<file path="src/fsr_pkg.sv">
// fsr_pkg: constants, opcodes, state and carrier types for the flash
// suspend/resume sequencer.
// assumes a 200 MHz core clock; every user of it writes fsr_pkg::name.

package fsr_pkg;

   // clock and timing, times in microseconds
   localparam int CLK_MHZ              = 200;
   localparam int SUSPEND_LATENCY_US   = 20;
   localparam int RESUME_LATENCY_US    = 20;
   localparam int PROG_TIME_US         = 1000;
   localparam int ERASE_4K_TIME_US     = 50000;
   localparam int ERASE_32K_TIME_US    = 250000;
   localparam int ERASE_64K_TIME_US    = 400000;
   // longest times: rounding down to whole cycles is exact here
   localparam int SUSPEND_LATENCY_CYC  = SUSPEND_LATENCY_US * CLK_MHZ;
   localparam int RESUME_LATENCY_CYC   = RESUME_LATENCY_US * CLK_MHZ;
   localparam int PROG_CYC             = PROG_TIME_US * CLK_MHZ;
   localparam int ERASE_4K_CYC         = ERASE_4K_TIME_US * CLK_MHZ;
   localparam int ERASE_32K_CYC        = ERASE_32K_TIME_US * CLK_MHZ;
   localparam int ERASE_64K_CYC        = ERASE_64K_TIME_US * CLK_MHZ;

   // address layout
   localparam int ADDR_W     = 24;
   localparam int SECTOR_LSB = 16;
   localparam int SECTOR_W   = 8;
   localparam int CNT_W      = 32;
   localparam logic [2:0] ADDR_DONE_BYTES = 3'h4;
   localparam logic [2:0] PROG_MIN_BYTES  = 3'h5;

   // reset values
   localparam logic WEL_RST  = 1'b0;
   localparam logic FLAG_RST = 1'b0;

   // opcodes
   localparam logic [7:0] OP_SUSPEND   = 8'hb0;
   localparam logic [7:0] OP_RESUME    = 8'hd0;
   localparam logic [7:0] OP_WREN      = 8'h06;
   localparam logic [7:0] OP_WRDI      = 8'h04;
   localparam logic [7:0] OP_PROG      = 8'h02;
   localparam logic [7:0] OP_PROG_DUAL = 8'ha2;
   localparam logic [7:0] OP_ERASE_4K  = 8'h20;
   localparam logic [7:0] OP_ERASE_32K = 8'h52;
   localparam logic [7:0] OP_ERASE_64K = 8'hd8;
   localparam logic [7:0] OP_READ      = 8'h03;
   localparam logic [7:0] OP_READ_FAST = 8'h0b;
   localparam logic [7:0] OP_READ_HS   = 8'h1b;
   localparam logic [7:0] OP_READ_DUAL = 8'h3b;
   localparam logic [7:0] OP_RD_PROT   = 8'h3c;
   localparam logic [7:0] OP_RD_LOCK   = 8'h35;
   localparam logic [7:0] OP_RD_OTP    = 8'h77;
   localparam logic [7:0] OP_RD_STATUS = 8'h05;
   localparam logic [7:0] OP_RESET     = 8'hf0;
   localparam logic [7:0] OP_RD_ID     = 8'h9f;

   // sequencer states
   typedef enum logic [2:0] {
      ST_IDLE   = 3'b000,
      ST_PROG   = 3'b001,
      ST_ERASE  = 3'b010,
      ST_SUSP   = 3'b011,
      ST_RESUME = 3'b100
   } fsr_state_e;

   // serial front-end events, one cycle each
   typedef struct packed {
      logic       byte_vld;
      logic [7:0] data;
      logic       frame_end;
      logic       aligned;
   } fsr_spi_evt_s;

endpackage : fsr_pkg

</file>
<file path="src/fsr_seq.sv">
// fsr_seq: program/erase suspend and resume sequencer of a serial flash.
// assumes the array engines are elsewhere; this block times the work,
// filters commands and passes allowed others on as a one-cycle pulse.
`timescale 1ns/100ps
`default_nettype none

module fsr_seq
#(
   parameter int PROG_CYCLES      = fsr_pkg::PROG_CYC,
   parameter int ERASE_4K_CYCLES  = fsr_pkg::ERASE_4K_CYC,
   parameter int ERASE_32K_CYCLES = fsr_pkg::ERASE_32K_CYC,
   parameter int ERASE_64K_CYCLES = fsr_pkg::ERASE_64K_CYC
)
(
   // clock and reset
   input  wire logic                         CLK,
   input  wire logic                         RST,
   // serial pins from the host
   input  wire logic                         SCK,
   input  wire logic                         CS_N,
   input  wire logic                         SI,
   // status flags
   output logic                              WRITE_ENABLE_LATCH,
   output logic                              PROGRAM_SUSPENDED_FLAG,
   output logic                              ERASE_SUSPENDED_FLAG,
   output logic                              READY_BUSY_FLAG,
   // array read tracking
   output logic                              READ_ACTIVE,
   output logic [fsr_pkg::ADDR_W-1:0]        READ_ADDR,
   output logic                              READ_DATA_UNDEF,
   // pass-through of other allowed commands
   output logic                              CMD_PASS,
   output logic [7:0]                        CMD_PASS_OPCODE,
   // cancellation reports
   output logic                              ERASE_BLOCK_UNDEF,
   output logic                              PROG_PAGE_UNDEF
);

   localparam int SW = fsr_pkg::SECTOR_W;
   localparam int CW = fsr_pkg::CNT_W;

   fsr_pkg::fsr_spi_evt_s evt;
   fsr_pkg::fsr_state_e   state_q;
   logic [7:0]            op_q;
   logic [fsr_pkg::ADDR_W-1:0] addr_q;
   logic [2:0]            nb_q;
   logic [CW-1:0]         cnt_q;
   logic [CW-1:0]         prog_rem_q;
   logic [CW-1:0]         erase_rem_q;
   logic                  run_prog_q;
   logic [SW-1:0]         erase_sec_q;
   logic [SW-1:0]         prog_sec_q;
   logic [SW-1:0]         cmd_sec;
   logic                  exec;
   logic                  allowed;
   logic                  idle;

   // byte-level front end
   fsr_spi_rx u_rx
   (
      .clk   (CLK),
      .rst   (RST),
      .sck   (SCK),
      .cs_n  (CS_N),
      .si    (SI),
      .evt_q (evt)
   );

   // which commands are legal in the present suspension
   function automatic logic op_allowed(input logic [7:0] op, input logic ps,
                                       input logic es);
      logic base;
      logic extra;
      base  = (op == fsr_pkg::OP_READ) || (op == fsr_pkg::OP_READ_FAST) ||
              (op == fsr_pkg::OP_READ_HS) || (op == fsr_pkg::OP_READ_DUAL) ||
              (op == fsr_pkg::OP_RESUME) || (op == fsr_pkg::OP_RD_PROT) ||
              (op == fsr_pkg::OP_RD_LOCK) || (op == fsr_pkg::OP_RD_OTP) ||
              (op == fsr_pkg::OP_RD_STATUS) || (op == fsr_pkg::OP_RESET) ||
              (op == fsr_pkg::OP_RD_ID);
      extra = (op == fsr_pkg::OP_PROG) || (op == fsr_pkg::OP_PROG_DUAL) ||
              (op == fsr_pkg::OP_SUSPEND) || (op == fsr_pkg::OP_WREN) ||
              (op == fsr_pkg::OP_WRDI);
      // while suspended, anything else, erases and protection included, is refused
      if (ps)
         return base;
      else if (es)
         return base | extra;
      else
         return 1'b1;
   endfunction : op_allowed

   function automatic logic is_read(input logic [7:0] op);
      return (op == fsr_pkg::OP_READ) || (op == fsr_pkg::OP_READ_FAST) ||
             (op == fsr_pkg::OP_READ_HS) || (op == fsr_pkg::OP_READ_DUAL);
   endfunction : is_read

   function automatic logic is_erase(input logic [7:0] op);
      return (op == fsr_pkg::OP_ERASE_4K) || (op == fsr_pkg::OP_ERASE_32K) ||
             (op == fsr_pkg::OP_ERASE_64K);
   endfunction : is_erase

   function automatic logic is_prog(input logic [7:0] op);
      return (op == fsr_pkg::OP_PROG) || (op == fsr_pkg::OP_PROG_DUAL);
   endfunction : is_prog

   function automatic logic [CW-1:0] erase_len(input logic [7:0] op);
      if (op == fsr_pkg::OP_ERASE_4K)
         return CW'(ERASE_4K_CYCLES);
      else if (op == fsr_pkg::OP_ERASE_32K)
         return CW'(ERASE_32K_CYCLES);
      else
         return CW'(ERASE_64K_CYCLES);
   endfunction : erase_len

   // a command acts only on a whole opcode ending on a byte boundary
   assign exec    = evt.frame_end & evt.aligned & (nb_q != 3'h0);
   assign allowed = op_allowed(op_q, PROGRAM_SUSPENDED_FLAG, ERASE_SUSPENDED_FLAG);
   assign idle    = (state_q == fsr_pkg::ST_IDLE);
   assign cmd_sec = addr_q[fsr_pkg::ADDR_W-1:fsr_pkg::SECTOR_LSB];

   // opcode and address capture; bytes past the address are only counted
   always_ff @(posedge CLK)
   begin
      if (RST || evt.frame_end)
      begin
         nb_q   <= 3'h0;
         op_q   <= 8'h00;
         addr_q <= '0;
      end
      else if (evt.byte_vld)
      begin
         if (nb_q != 3'h7)
            nb_q <= nb_q + 3'h1;
         if (nb_q == 3'h0)
            op_q <= evt.data;
         else if (nb_q < fsr_pkg::ADDR_DONE_BYTES)
            addr_q <= {addr_q[15:0], evt.data};
      end
   end

   // sequencer: run, suspend, resume, and the reset command
   always_ff @(posedge CLK)
   begin
      if (RST)
      begin
         state_q                <= fsr_pkg::ST_IDLE;
         cnt_q                  <= '0;
         prog_rem_q             <= '0;
         erase_rem_q            <= '0;
         run_prog_q             <= 1'b0;
         erase_sec_q            <= '0;
         prog_sec_q             <= '0;
         PROGRAM_SUSPENDED_FLAG <= fsr_pkg::FLAG_RST;
         ERASE_SUSPENDED_FLAG   <= fsr_pkg::FLAG_RST;
         ERASE_BLOCK_UNDEF      <= 1'b0;
         PROG_PAGE_UNDEF        <= 1'b0;
      end
      else
      begin
         ERASE_BLOCK_UNDEF <= 1'b0;
         PROG_PAGE_UNDEF   <= 1'b0;
         case (state_q)
            fsr_pkg::ST_IDLE:
            begin
               if (exec && allowed)
               begin
                  if (op_q == fsr_pkg::OP_RESET)
                  begin
                     // suspended work is dropped, its area left undefined
                     ERASE_BLOCK_UNDEF      <= ERASE_SUSPENDED_FLAG;
                     PROG_PAGE_UNDEF        <= PROGRAM_SUSPENDED_FLAG;
                     ERASE_SUSPENDED_FLAG   <= 1'b0;
                     PROGRAM_SUSPENDED_FLAG <= 1'b0;
                  end
                  else if (op_q == fsr_pkg::OP_RESUME)
                  begin
                     // nested case: the program goes first
                     if (PROGRAM_SUSPENDED_FLAG || ERASE_SUSPENDED_FLAG)
                     begin
                        state_q    <= fsr_pkg::ST_RESUME;
                        run_prog_q <= PROGRAM_SUSPENDED_FLAG;
                        cnt_q      <= CW'(fsr_pkg::RESUME_LATENCY_CYC);
                     end
                  end
                  else if (is_prog(op_q) && WRITE_ENABLE_LATCH &&
                           nb_q >= fsr_pkg::PROG_MIN_BYTES &&
                           !(ERASE_SUSPENDED_FLAG && cmd_sec == erase_sec_q))
                  begin
                     state_q    <= fsr_pkg::ST_PROG;
                     run_prog_q <= 1'b1;
                     prog_sec_q <= cmd_sec;
                     cnt_q      <= CW'(PROG_CYCLES);
                  end
                  else if (is_erase(op_q) && WRITE_ENABLE_LATCH &&
                           nb_q >= fsr_pkg::ADDR_DONE_BYTES)
                  begin
                     state_q     <= fsr_pkg::ST_ERASE;
                     run_prog_q  <= 1'b0;
                     erase_sec_q <= cmd_sec;
                     cnt_q       <= erase_len(op_q);
                  end
               end
            end
            fsr_pkg::ST_PROG, fsr_pkg::ST_ERASE:
            begin
               // suspend needs no write enable; trailing bytes are ignored
               if (exec && op_q == fsr_pkg::OP_SUSPEND)
               begin
                  state_q <= fsr_pkg::ST_SUSP;
                  cnt_q   <= CW'(fsr_pkg::SUSPEND_LATENCY_CYC);
                  if (run_prog_q)
                     prog_rem_q <= cnt_q;
                  else
                     erase_rem_q <= cnt_q;
               end
               else if (cnt_q <= 1)
               begin
                  state_q <= fsr_pkg::ST_IDLE;
                  cnt_q   <= '0;
               end
               else
                  cnt_q <= cnt_q - 1'b1;
            end
            fsr_pkg::ST_SUSP:
            begin
               // work is frozen; the flag appears when the latency ends
               if (cnt_q <= 1)
               begin
                  state_q <= fsr_pkg::ST_IDLE;
                  cnt_q   <= '0;
                  if (run_prog_q)
                     PROGRAM_SUSPENDED_FLAG <= 1'b1;
                  else
                     ERASE_SUSPENDED_FLAG <= 1'b1;
               end
               else
                  cnt_q <= cnt_q - 1'b1;
            end
            fsr_pkg::ST_RESUME:
            begin
               // suspend commands fall through unheard here
               if (cnt_q <= 1)
               begin
                  if (run_prog_q)
                  begin
                     state_q                <= fsr_pkg::ST_PROG;
                     cnt_q                  <= prog_rem_q;
                     PROGRAM_SUSPENDED_FLAG <= 1'b0;
                  end
                  else
                  begin
                     state_q              <= fsr_pkg::ST_ERASE;
                     cnt_q                <= erase_rem_q;
                     ERASE_SUSPENDED_FLAG <= 1'b0;
                  end
               end
               else
                  cnt_q <= cnt_q - 1'b1;
            end
            default:
            begin
               state_q <= fsr_pkg::ST_IDLE;
               cnt_q   <= '0;
            end
         endcase
      end
   end

   // write enable latch; refused commands leave it untouched, except an erase to the program-suspended sector, which clears it
   always_ff @(posedge CLK)
   begin
      if (RST)
         WRITE_ENABLE_LATCH <= fsr_pkg::WEL_RST;
      else if (exec && idle)
      begin
         if (is_erase(op_q) && PROGRAM_SUSPENDED_FLAG && cmd_sec == prog_sec_q)
            WRITE_ENABLE_LATCH <= 1'b0;
         else if (!allowed)
            WRITE_ENABLE_LATCH <= WRITE_ENABLE_LATCH;
         else if (op_q == fsr_pkg::OP_WREN)
            WRITE_ENABLE_LATCH <= 1'b1;
         else if (op_q == fsr_pkg::OP_WRDI)
            WRITE_ENABLE_LATCH <= 1'b0;
         else if (is_prog(op_q) || is_erase(op_q))
            WRITE_ENABLE_LATCH <= 1'b0;
      end
   end

   // ready/busy: high while work runs, halts or restarts
   always_ff @(posedge CLK)
   begin
      if (RST)
         READY_BUSY_FLAG <= 1'b0;
      else
         READY_BUSY_FLAG <= ~idle;
   end

   // read address tracking; reads are refused while the array is busy
   always_ff @(posedge CLK)
   begin
      if (RST || evt.frame_end)
      begin
         READ_ACTIVE <= 1'b0;
         READ_ADDR   <= '0;
      end
      else if (evt.byte_vld)
      begin
         if (nb_q == 3'h3 && is_read(op_q) && idle)
         begin
            READ_ACTIVE <= 1'b1;
            READ_ADDR   <= {addr_q[15:0], evt.data};
         end
         else if (READ_ACTIVE)
            READ_ADDR <= READ_ADDR + 1'b1;
      end
   end

   // undefined data while the counter sits in a suspended sector
   always_ff @(posedge CLK)
   begin
      if (RST)
         READ_DATA_UNDEF <= 1'b0;
      else
         READ_DATA_UNDEF <= READ_ACTIVE &
            ((ERASE_SUSPENDED_FLAG &&
              READ_ADDR[fsr_pkg::ADDR_W-1:fsr_pkg::SECTOR_LSB] == erase_sec_q) ||
             (PROGRAM_SUSPENDED_FLAG &&
              READ_ADDR[fsr_pkg::ADDR_W-1:fsr_pkg::SECTOR_LSB] == prog_sec_q));
   end

   // other legal commands go to the rest of the device; status reads
   // are passed even while busy so the host can poll
   always_ff @(posedge CLK)
   begin
      if (RST)
      begin
         CMD_PASS        <= 1'b0;
         CMD_PASS_OPCODE <= 8'h00;
      end
      else
      begin
         CMD_PASS <= exec && ((idle && allowed && !is_prog(op_q) &&
                     !is_erase(op_q) && op_q != fsr_pkg::OP_SUSPEND &&
                     op_q != fsr_pkg::OP_RESUME && op_q != fsr_pkg::OP_WREN &&
                     op_q != fsr_pkg::OP_WRDI && op_q != fsr_pkg::OP_RESET) ||
                     op_q == fsr_pkg::OP_RD_STATUS);
         if (exec)
            CMD_PASS_OPCODE <= op_q;
      end
   end

endmodule : fsr_seq

`default_nettype wire

</file>
<file path="src/fsr_spi_rx.sv">
// fsr_spi_rx: samples the serial pins on the core clock and turns them
// into byte and end-of-frame events.
// assumes spi mode 0 or 3 with the serial clock well below core rate.
`timescale 1ns/100ps
`default_nettype none

module fsr_spi_rx
(
   // clock and reset
   input  wire logic                 clk,
   input  wire logic                 rst,
   // raw pins
   input  wire logic                 sck,
   input  wire logic                 cs_n,
   input  wire logic                 si,
   // events
   output fsr_pkg::fsr_spi_evt_s     evt_q
);

   logic [2:0] sck_q;
   logic [1:0] si_q;
   logic [2:0] cs_q;
   logic [2:0] bit_cnt_q;
   logic [6:0] shift_q;
   logic       sck_rise;
   logic       cs_rise;

   // two-flop synchronisers, third stage only for edge finding
   always_ff @(posedge clk)
   begin
      if (rst)
      begin
         sck_q <= 3'h0;
         si_q  <= 2'h0;
         cs_q  <= 3'h7;
      end
      else
      begin
         sck_q <= {sck_q[1:0], sck};
         si_q  <= {si_q[0], si};
         cs_q  <= {cs_q[1:0], cs_n};
      end
   end

   assign sck_rise = sck_q[1] & ~sck_q[2];
   assign cs_rise  = cs_q[1] & ~cs_q[2];

   // bit assembly; the count clears while deselected
   always_ff @(posedge clk)
   begin
      if (rst || cs_q[1])
      begin
         bit_cnt_q <= 3'h0;
         shift_q   <= 7'h00;
      end
      else if (sck_rise)
      begin
         bit_cnt_q <= bit_cnt_q + 3'h1;
         shift_q   <= {shift_q[5:0], si_q[1]};
      end
   end

   // events: frame end never shares a cycle with a byte
   always_ff @(posedge clk)
   begin
      if (rst)
      begin
         evt_q <= '0;
      end
      else
      begin
         evt_q.byte_vld  <= ~cs_q[1] & sck_rise & (bit_cnt_q == 3'h7);
         evt_q.data      <= {shift_q, si_q[1]};
         evt_q.frame_end <= cs_rise;
         evt_q.aligned   <= (bit_cnt_q == 3'h0);
      end
   end

endmodule : fsr_spi_rx

`default_nettype wire
</file>
<file path="config.mk">
export PLATFORM = sky130hd
export DESIGN_NAME = fsr_seq
export DESIGN_NICKNAME = d
export VERILOG_FILES = /design/src/fsr_pkg.sv /design/src/fsr_seq.sv /design/src/fsr_spi_rx.sv
export SDC_FILE = /design/constraint.sdc
export NUM_CORES = 1
export LEC_CHECK = 0
export ABC_AREA = 1
export ABC_CLOCK_PERIOD_IN_PS = 5470
export BUFFER_PORTS_ARGS = -buffer_cell sky130_fd_sc_hd__buf_2
export CAP_MARGIN = 15
export CORE_ASPECT_RATIO = 1.25
export CORE_MARGIN = 1
export CORE_UTILIZATION = 45
export CTS_CLUSTER_SIZE = 24
export DETAILED_ROUTE_END_ITERATION = 10
export PLACE_DENSITY = 0.66
export SLEW_MARGIN = 20
export SYNTH_ARGS = -nofsm -noshare
export SYNTH_HDL_FRONTEND = slang
export SYNTH_SLANG_ARGS = --single-unit
</file>
<file path="constraint.sdc">
create_clock -name CLK -period 5.47 [get_ports CLK]
set_input_delay 0.2735 -clock CLK [delete_from_list [all_inputs] [get_ports CLK]]
set_output_delay 0.2735 -clock CLK [all_outputs]
set_load 0.1 [all_outputs]
</file>
Yosys cells after proc, flatten, opt, wreduce, memory -nomap -nowiden
Index checks and enable logic that the tools add are counted.
{ "op_classes": {"n_reduce_logical": 75, "bitwise_logic": 18, "order_cmp": 4, "eq_ne": 47, "addsub": 4, "mux": 49} }
{ "ops": {"columns": ["operator", "n"], "rows": [
  ["$mux W32", 10],
  ["$pmux W32 S4", 1],
  ["$mux W27", 2],
  ["$eq A8 B8 Y1 const B", 6],
  ["$mux W24", 2],
  ["$eq A8 B6 Y1 const B", 4],
  ["$eq A8 B8 Y1", 4],
  ["$le A32 B1 Y1 const B", 1],
  ["$sub A32 B1 Y32 const B", 1],
  ["$mux W3", 9],
  ["$add A24 B1 Y24 const B", 1],
  ["$eq A8 B3 Y1 const B", 3],
  ["$logic_and A1 B1 Y1", 24],
  ["$ne A8 B8 Y1 const B", 3],
  ["$logic_or A1 B1 Y1", 22],
  ["$mux W1", 21],
  ["$eq A8 B2 Y1 const B", 2],
  ["$eq A8 B7 Y1 const B", 2],
  ["$ne A8 B3 Y1 const B", 2],
  ["$reduce_and A5 Y1", 3],
  ["$ne A2 B2 Y1 const B", 7],
  ["$reduce_and A7 Y1", 2],
  ["$pmux W3 S4", 1],
  ["$reduce_and A3 Y1", 4],
  ["27 further kinds", 60]
]} }
{ "totals": {"output_inout_bits": 41, "reg_bits": 221, "wordCells": 227} }

Depth between registers and ports, before layout
{ "logic_depth": {"word_depth": 24, "depth_mapped": 15, "depth_no_buf": 14} }

Cells and area by module
A second synthesis with hierarchy kept.
{ "unflattened": {"hier_cells": 1679, "hier_area_um2": 11388.4} }
{ "modules_own_cells": {"columns": ["module", "n_inst", "cells_each", "seq_area_each_um2", "area_per_inst_um2"], "rows": [
  ["fsr_seq", 1, 1563, 3843.7, 10356.2],
  ["fsr_spi_rx", 1, 116, 580.6, 1032.2]
]} }

Least setup slack after synthesis
OpenSTA, ideal clock, no wires.
{ "synth_timing": {"path_kind": "register to register", "from": "register READ_ADDR[0] in the netlist's numbering", "to": "register READ_ADDR[20] in the netlist's numbering", "synth_period_minus_slack_ps": 2683, "stages_incl_launch_ff": 13, "arrival_time_ps": 2551, "path_slack_ps": 2787, "path_cell_list": "dfxtp_1 ha_1 nand3_1 nor2_1 nand2_1 nor2_1 nand2_1 nor2_2 nand2_1 o21ai_0 nand3_1 nand2_1 a21oi_1"} }
{ "synth_between": {"elab_chain_len": 3} }
{ "synth_rtl": {"columns": ["element", "line", "rtl"], "rows": [
  ["start, declared", "fsr_seq.sv:29", "output logic [fsr_pkg::ADDR_W-1:0] READ_ADDR,"],
  ["start signal, assigned", "fsr_seq.sv:311", "READ_ADDR <= {addr_q[15:0], evt.data};"],
  ["start signal, assigned", "fsr_seq.sv:314", "READ_ADDR <= READ_ADDR + 1'b1;"],
  ["$add A24 B1 Y24", "fsr_seq.sv:314", null],
  ["$mux W24", "fsr_seq.sv:313", "else if (READ_ACTIVE)"],
  ["$mux W24", "fsr_seq.sv:308", "if (nb_q == 3'h3 && is_read(op_q) && idle)"]
]} }
Every way passes these cells. The select of a mux whose other input is x is not followed.
A chain may end at the register's enable or synchronous reset.

Worst setup path in the final report
{ "layout_timing": {"from": "register state_q[0]", "to": "register READ_ADDR[12] in the netlist's numbering"} }
{ "layout_between": {"elab_chain_len": 4, "elab_cells_between_ends": 5} }
{ "layout_rtl": {"columns": ["element", "line", "rtl"], "rows": [
  ["start, declared", "fsr_seq.sv:43", "fsr_pkg::fsr_state_e state_q;"],
  ["start signal, assigned", "fsr_seq.sv:146", "state_q <= fsr_pkg::ST_IDLE;"],
  ["start signal, assigned", "fsr_seq.sv:180", "state_q <= fsr_pkg::ST_RESUME;"],
  ["start signal, assigned", "fsr_seq.sv:189", "state_q <= fsr_pkg::ST_PROG;"],
  ["$logic_not A3 Y1 *", "fsr_seq.sv:118", "assign idle = (state_q == fsr_pkg::ST_IDLE);"],
  ["$logic_and A1 B1 Y1 *", "fsr_seq.sv:308", null],
  ["$reduce_bool A2 Y1 (no source line)", null, null],
  ["$reduce_and A2 Y1 (no source line)", null, null]
]} }
Mark *: on every way between the ends. The rest lies on a longest branch, timed or not.

==> impl_metrics.tcl <==
set metrics [dict create \
    clkTransAtPathRegs_ns 0.06 \
    fin_crit_sh 0.590 \
    tritoncts "built" \
    io_pins 46 \
    start_kind "flip-flop" \
    worstSetupEndpointType "flip-flop" \
    p_leak_nw 5.03 \
    finalPower_w 0.00332 \
    mostFrequentLayoutCell "nand2_1" \
    holdWs_ns 0.342 \
    hold_violations 0 \
    fillers 2533 \
    fin_skew_ns 0.0123 \
    port_buffers 45 \
    crit_slowest_cell "inv_2" \
    ys_async_sr_fraction 0 \
    rsz0062_at_grt "no" \
    gp_congestion 0.942 \
    grt_overflow 0 \
    tightest_slew_ns 0.929 \
    yosys_warnings 0 \
    cts_root_buf "clkbuf_16" \
    antenna_cells 0 \
    hp-class "input pin to flip-flop" \
    final_cell_mix "nand2_1 (283), dfxtp_1 (221), inv_1 (203), a21oi_1 (188), o21ai_0 (180)" \
    cts_made_buffers 24 \
    clock-sinks 221 \
    grt_pass1_wl_mm 49.4 \
    critPathRequiredTime_ns 5.90 \
    drtIter0Drc 748 \
    synth.ff_latch_count 221 \
    cts.hold.buffers_added 3 \
    fin_nets 1661 \
    max_cap_viol_count 0 \
    worst-path-buf-inv 4 \
    floorplan.initialDensity 0.460 \
    drc_errors 0 \
    fp.dieArea_sq_um 25700 \
    status "completed" \
    cts_setup_buffers 0 \
    synthCells 1644 \
    cp.arrival_ns 3.65 \
    h-tree-depth 1 \
    powerDensity_nw_per_um2 267 \
    final.min_clock_period_ns 3.23 \
    post_cts_resized 0 \
    synth_nets 1660 \
    peakVddDrop_uv 230 \
    grt_pass1_vias 9878 \
    relSlewSlack 0.380 \
    fmax_mhz 310 \
    final.setup.tns_ns 0 \
    critPathTopFamily "buffers and inverters" \
    drive_gt1_frac 0.0892 \
    syn_avg_cell_area_sq_um 6.85 \
    synth_edf_count 0 \
    cp_common_cell "a21oi_1" \
    slew_viol_final 0 \
    multi_input_area_sq_um 5650 \
    seqCellArea_sq_um 4420 \
    clock_latency_ns 0.52 \
    drt_first_pass_iters 6 \
    clock_path_buffers 3 \
    synth_area_sq_um 11300 \
    std_cell_rows 64 \
    fp.dieH_um 179 \
    path_class "flip-flop to flip-flop" \
    antenna_found_initial 0 \
    crit_chain "nor2_4 > nand2_2 > inv_2 > nand3_1 > buf_4 > a21oi_1 > buf_4 > inv_1 > a21oi_1 > o21ai_0 > a21oi_1" \
    syn2layout_area_growth_pct 10.3 \
    ant_nets 0 \
    synthDistinctLibCells 45 \
    die_width_um 144 \
    ys_seq_area_frac 0.393 \
    setup_violations 0 \
    grtUsageTotal 0.242 \
    wl_per_cell_um 15.5 \
    synthFlopType "dfxtp_1" \
    dr_total_vias 10700 \
    cp_max_fo 44 \
    grt_max_degree 76 \
    design.core.area_sq_um 24500 \
    cpPeakStageDelay_ns 0.68 \
    vias_per_cell 5.39 \
    drt_wl_total_mm 30.9 \
    dpl.hpwl_mm 21.5 \
]
state kept, by name, summed over array words and instances, names as in the netlist, 7 cells and up:
name / count
u_rx.evt_q: 11
prog_sec_q: 8
erase_sec_q: 8
cnt_q: 32
op_q: 8
u_rx.shift_q: 7
addr_q: 24
READ_ADDR: 24
CMD_PASS_OPCODE: 8
erase_rem_q: 32
prog_rem_q: 32
worst min-delay path: stages:
cell and delay, ns:
buf_2 0.09, buf_4 0.29, nor2_1 0.15
per-layer routing:
metal  routed length, um  track usage
met5                   0            0
met4                1260        0.109
met3                1550       0.0280
met2               15600        0.449
met1               12500        0.274
cells in the mapped netlist (all sizes together) (26+ instances only):
master,count,share of area
a21oi,189,0.084
buf,34,0.018
clkbuf,46,0.015
dfxtp,221,0.39
inv,216,0.072
nand2,288,0.097
nand3,119,0.057
nand4,31,0.019
nor2,167,0.063
o21ai,184,0.082
o22ai,26,0.014
xor2,27,0.021
layout make-up:
cell class	count	share of cell area
Inverter	220	0.0665
Tap cell	330	0.0332
Multi-Input combinational cell	1123	0.455
Clock buffer	34	0.0579
Clock inverter	6	0.00705
Sequential cell	221	0.356
Timing Repair Buffer	55	0.0248
stage by stage:
| stage | cells | utilization | setup WS, ns | cell area [sq um] |
|---|---|---|---|---|
| floorplan | 1644 | - | 2.79 | 11300 |
| global placement | 1946 | 0.473 | 2.09 | 11600 |
| detailed placement | 1946 | 0.473 | 2.03 | 11600 |
| CTS | 1989 | 0.507 | 1.97 | 12400 |
| global route | 1989 | 0.507 | 1.92 | 12400 |
| finish | 1989 | 0.507 | 2.24 | 12400 |
where the power goes:
part           internal (W)  leakage (nW)   total, W  switching [W]
combinational     0.0000128          2.86  0.0000492      0.0000364
sequential          0.00161          1.78    0.00161     0.00000117
clock               0.00100         0.387    0.00166       0.000653
logic make-up (layout without fill, tap and decap cells):
| group | Yosys count | count (layout) | share of synthesized area |
|---|---|---|---|
| AOI/OAI and AO/OA | 437 | 437 | 0.204 |
| buffers and inverters | 300 | 315 | 0.106 |
| xor gates and xnor gates | 41 | 41 | 0.0319 |
| adders and majority gates | 11 | 11 | 0.0122 |
| and+or+nand+nor | 634 | 634 | 0.253 |
| DFF | 221 | 221 | 0.393 |
worst paths after layout:
| path | cells after the start | endpoint | startpoint | slack [ns] |
|---|---|---|---|---|
| max | 11 | READ_ADDR[12] | state_q[0] | 2.24 |
| min | 3 | u_rx.si_q[1] | RST | 0.34 |
| max reg2reg | 11 | READ_ADDR[12] | state_q[0] | 2.24 |
| min reg2reg | 1 | u_rx.evt_q[1] | u_rx.cs_q[2] | 0.39 |
(Power assumes the default switching activity.)
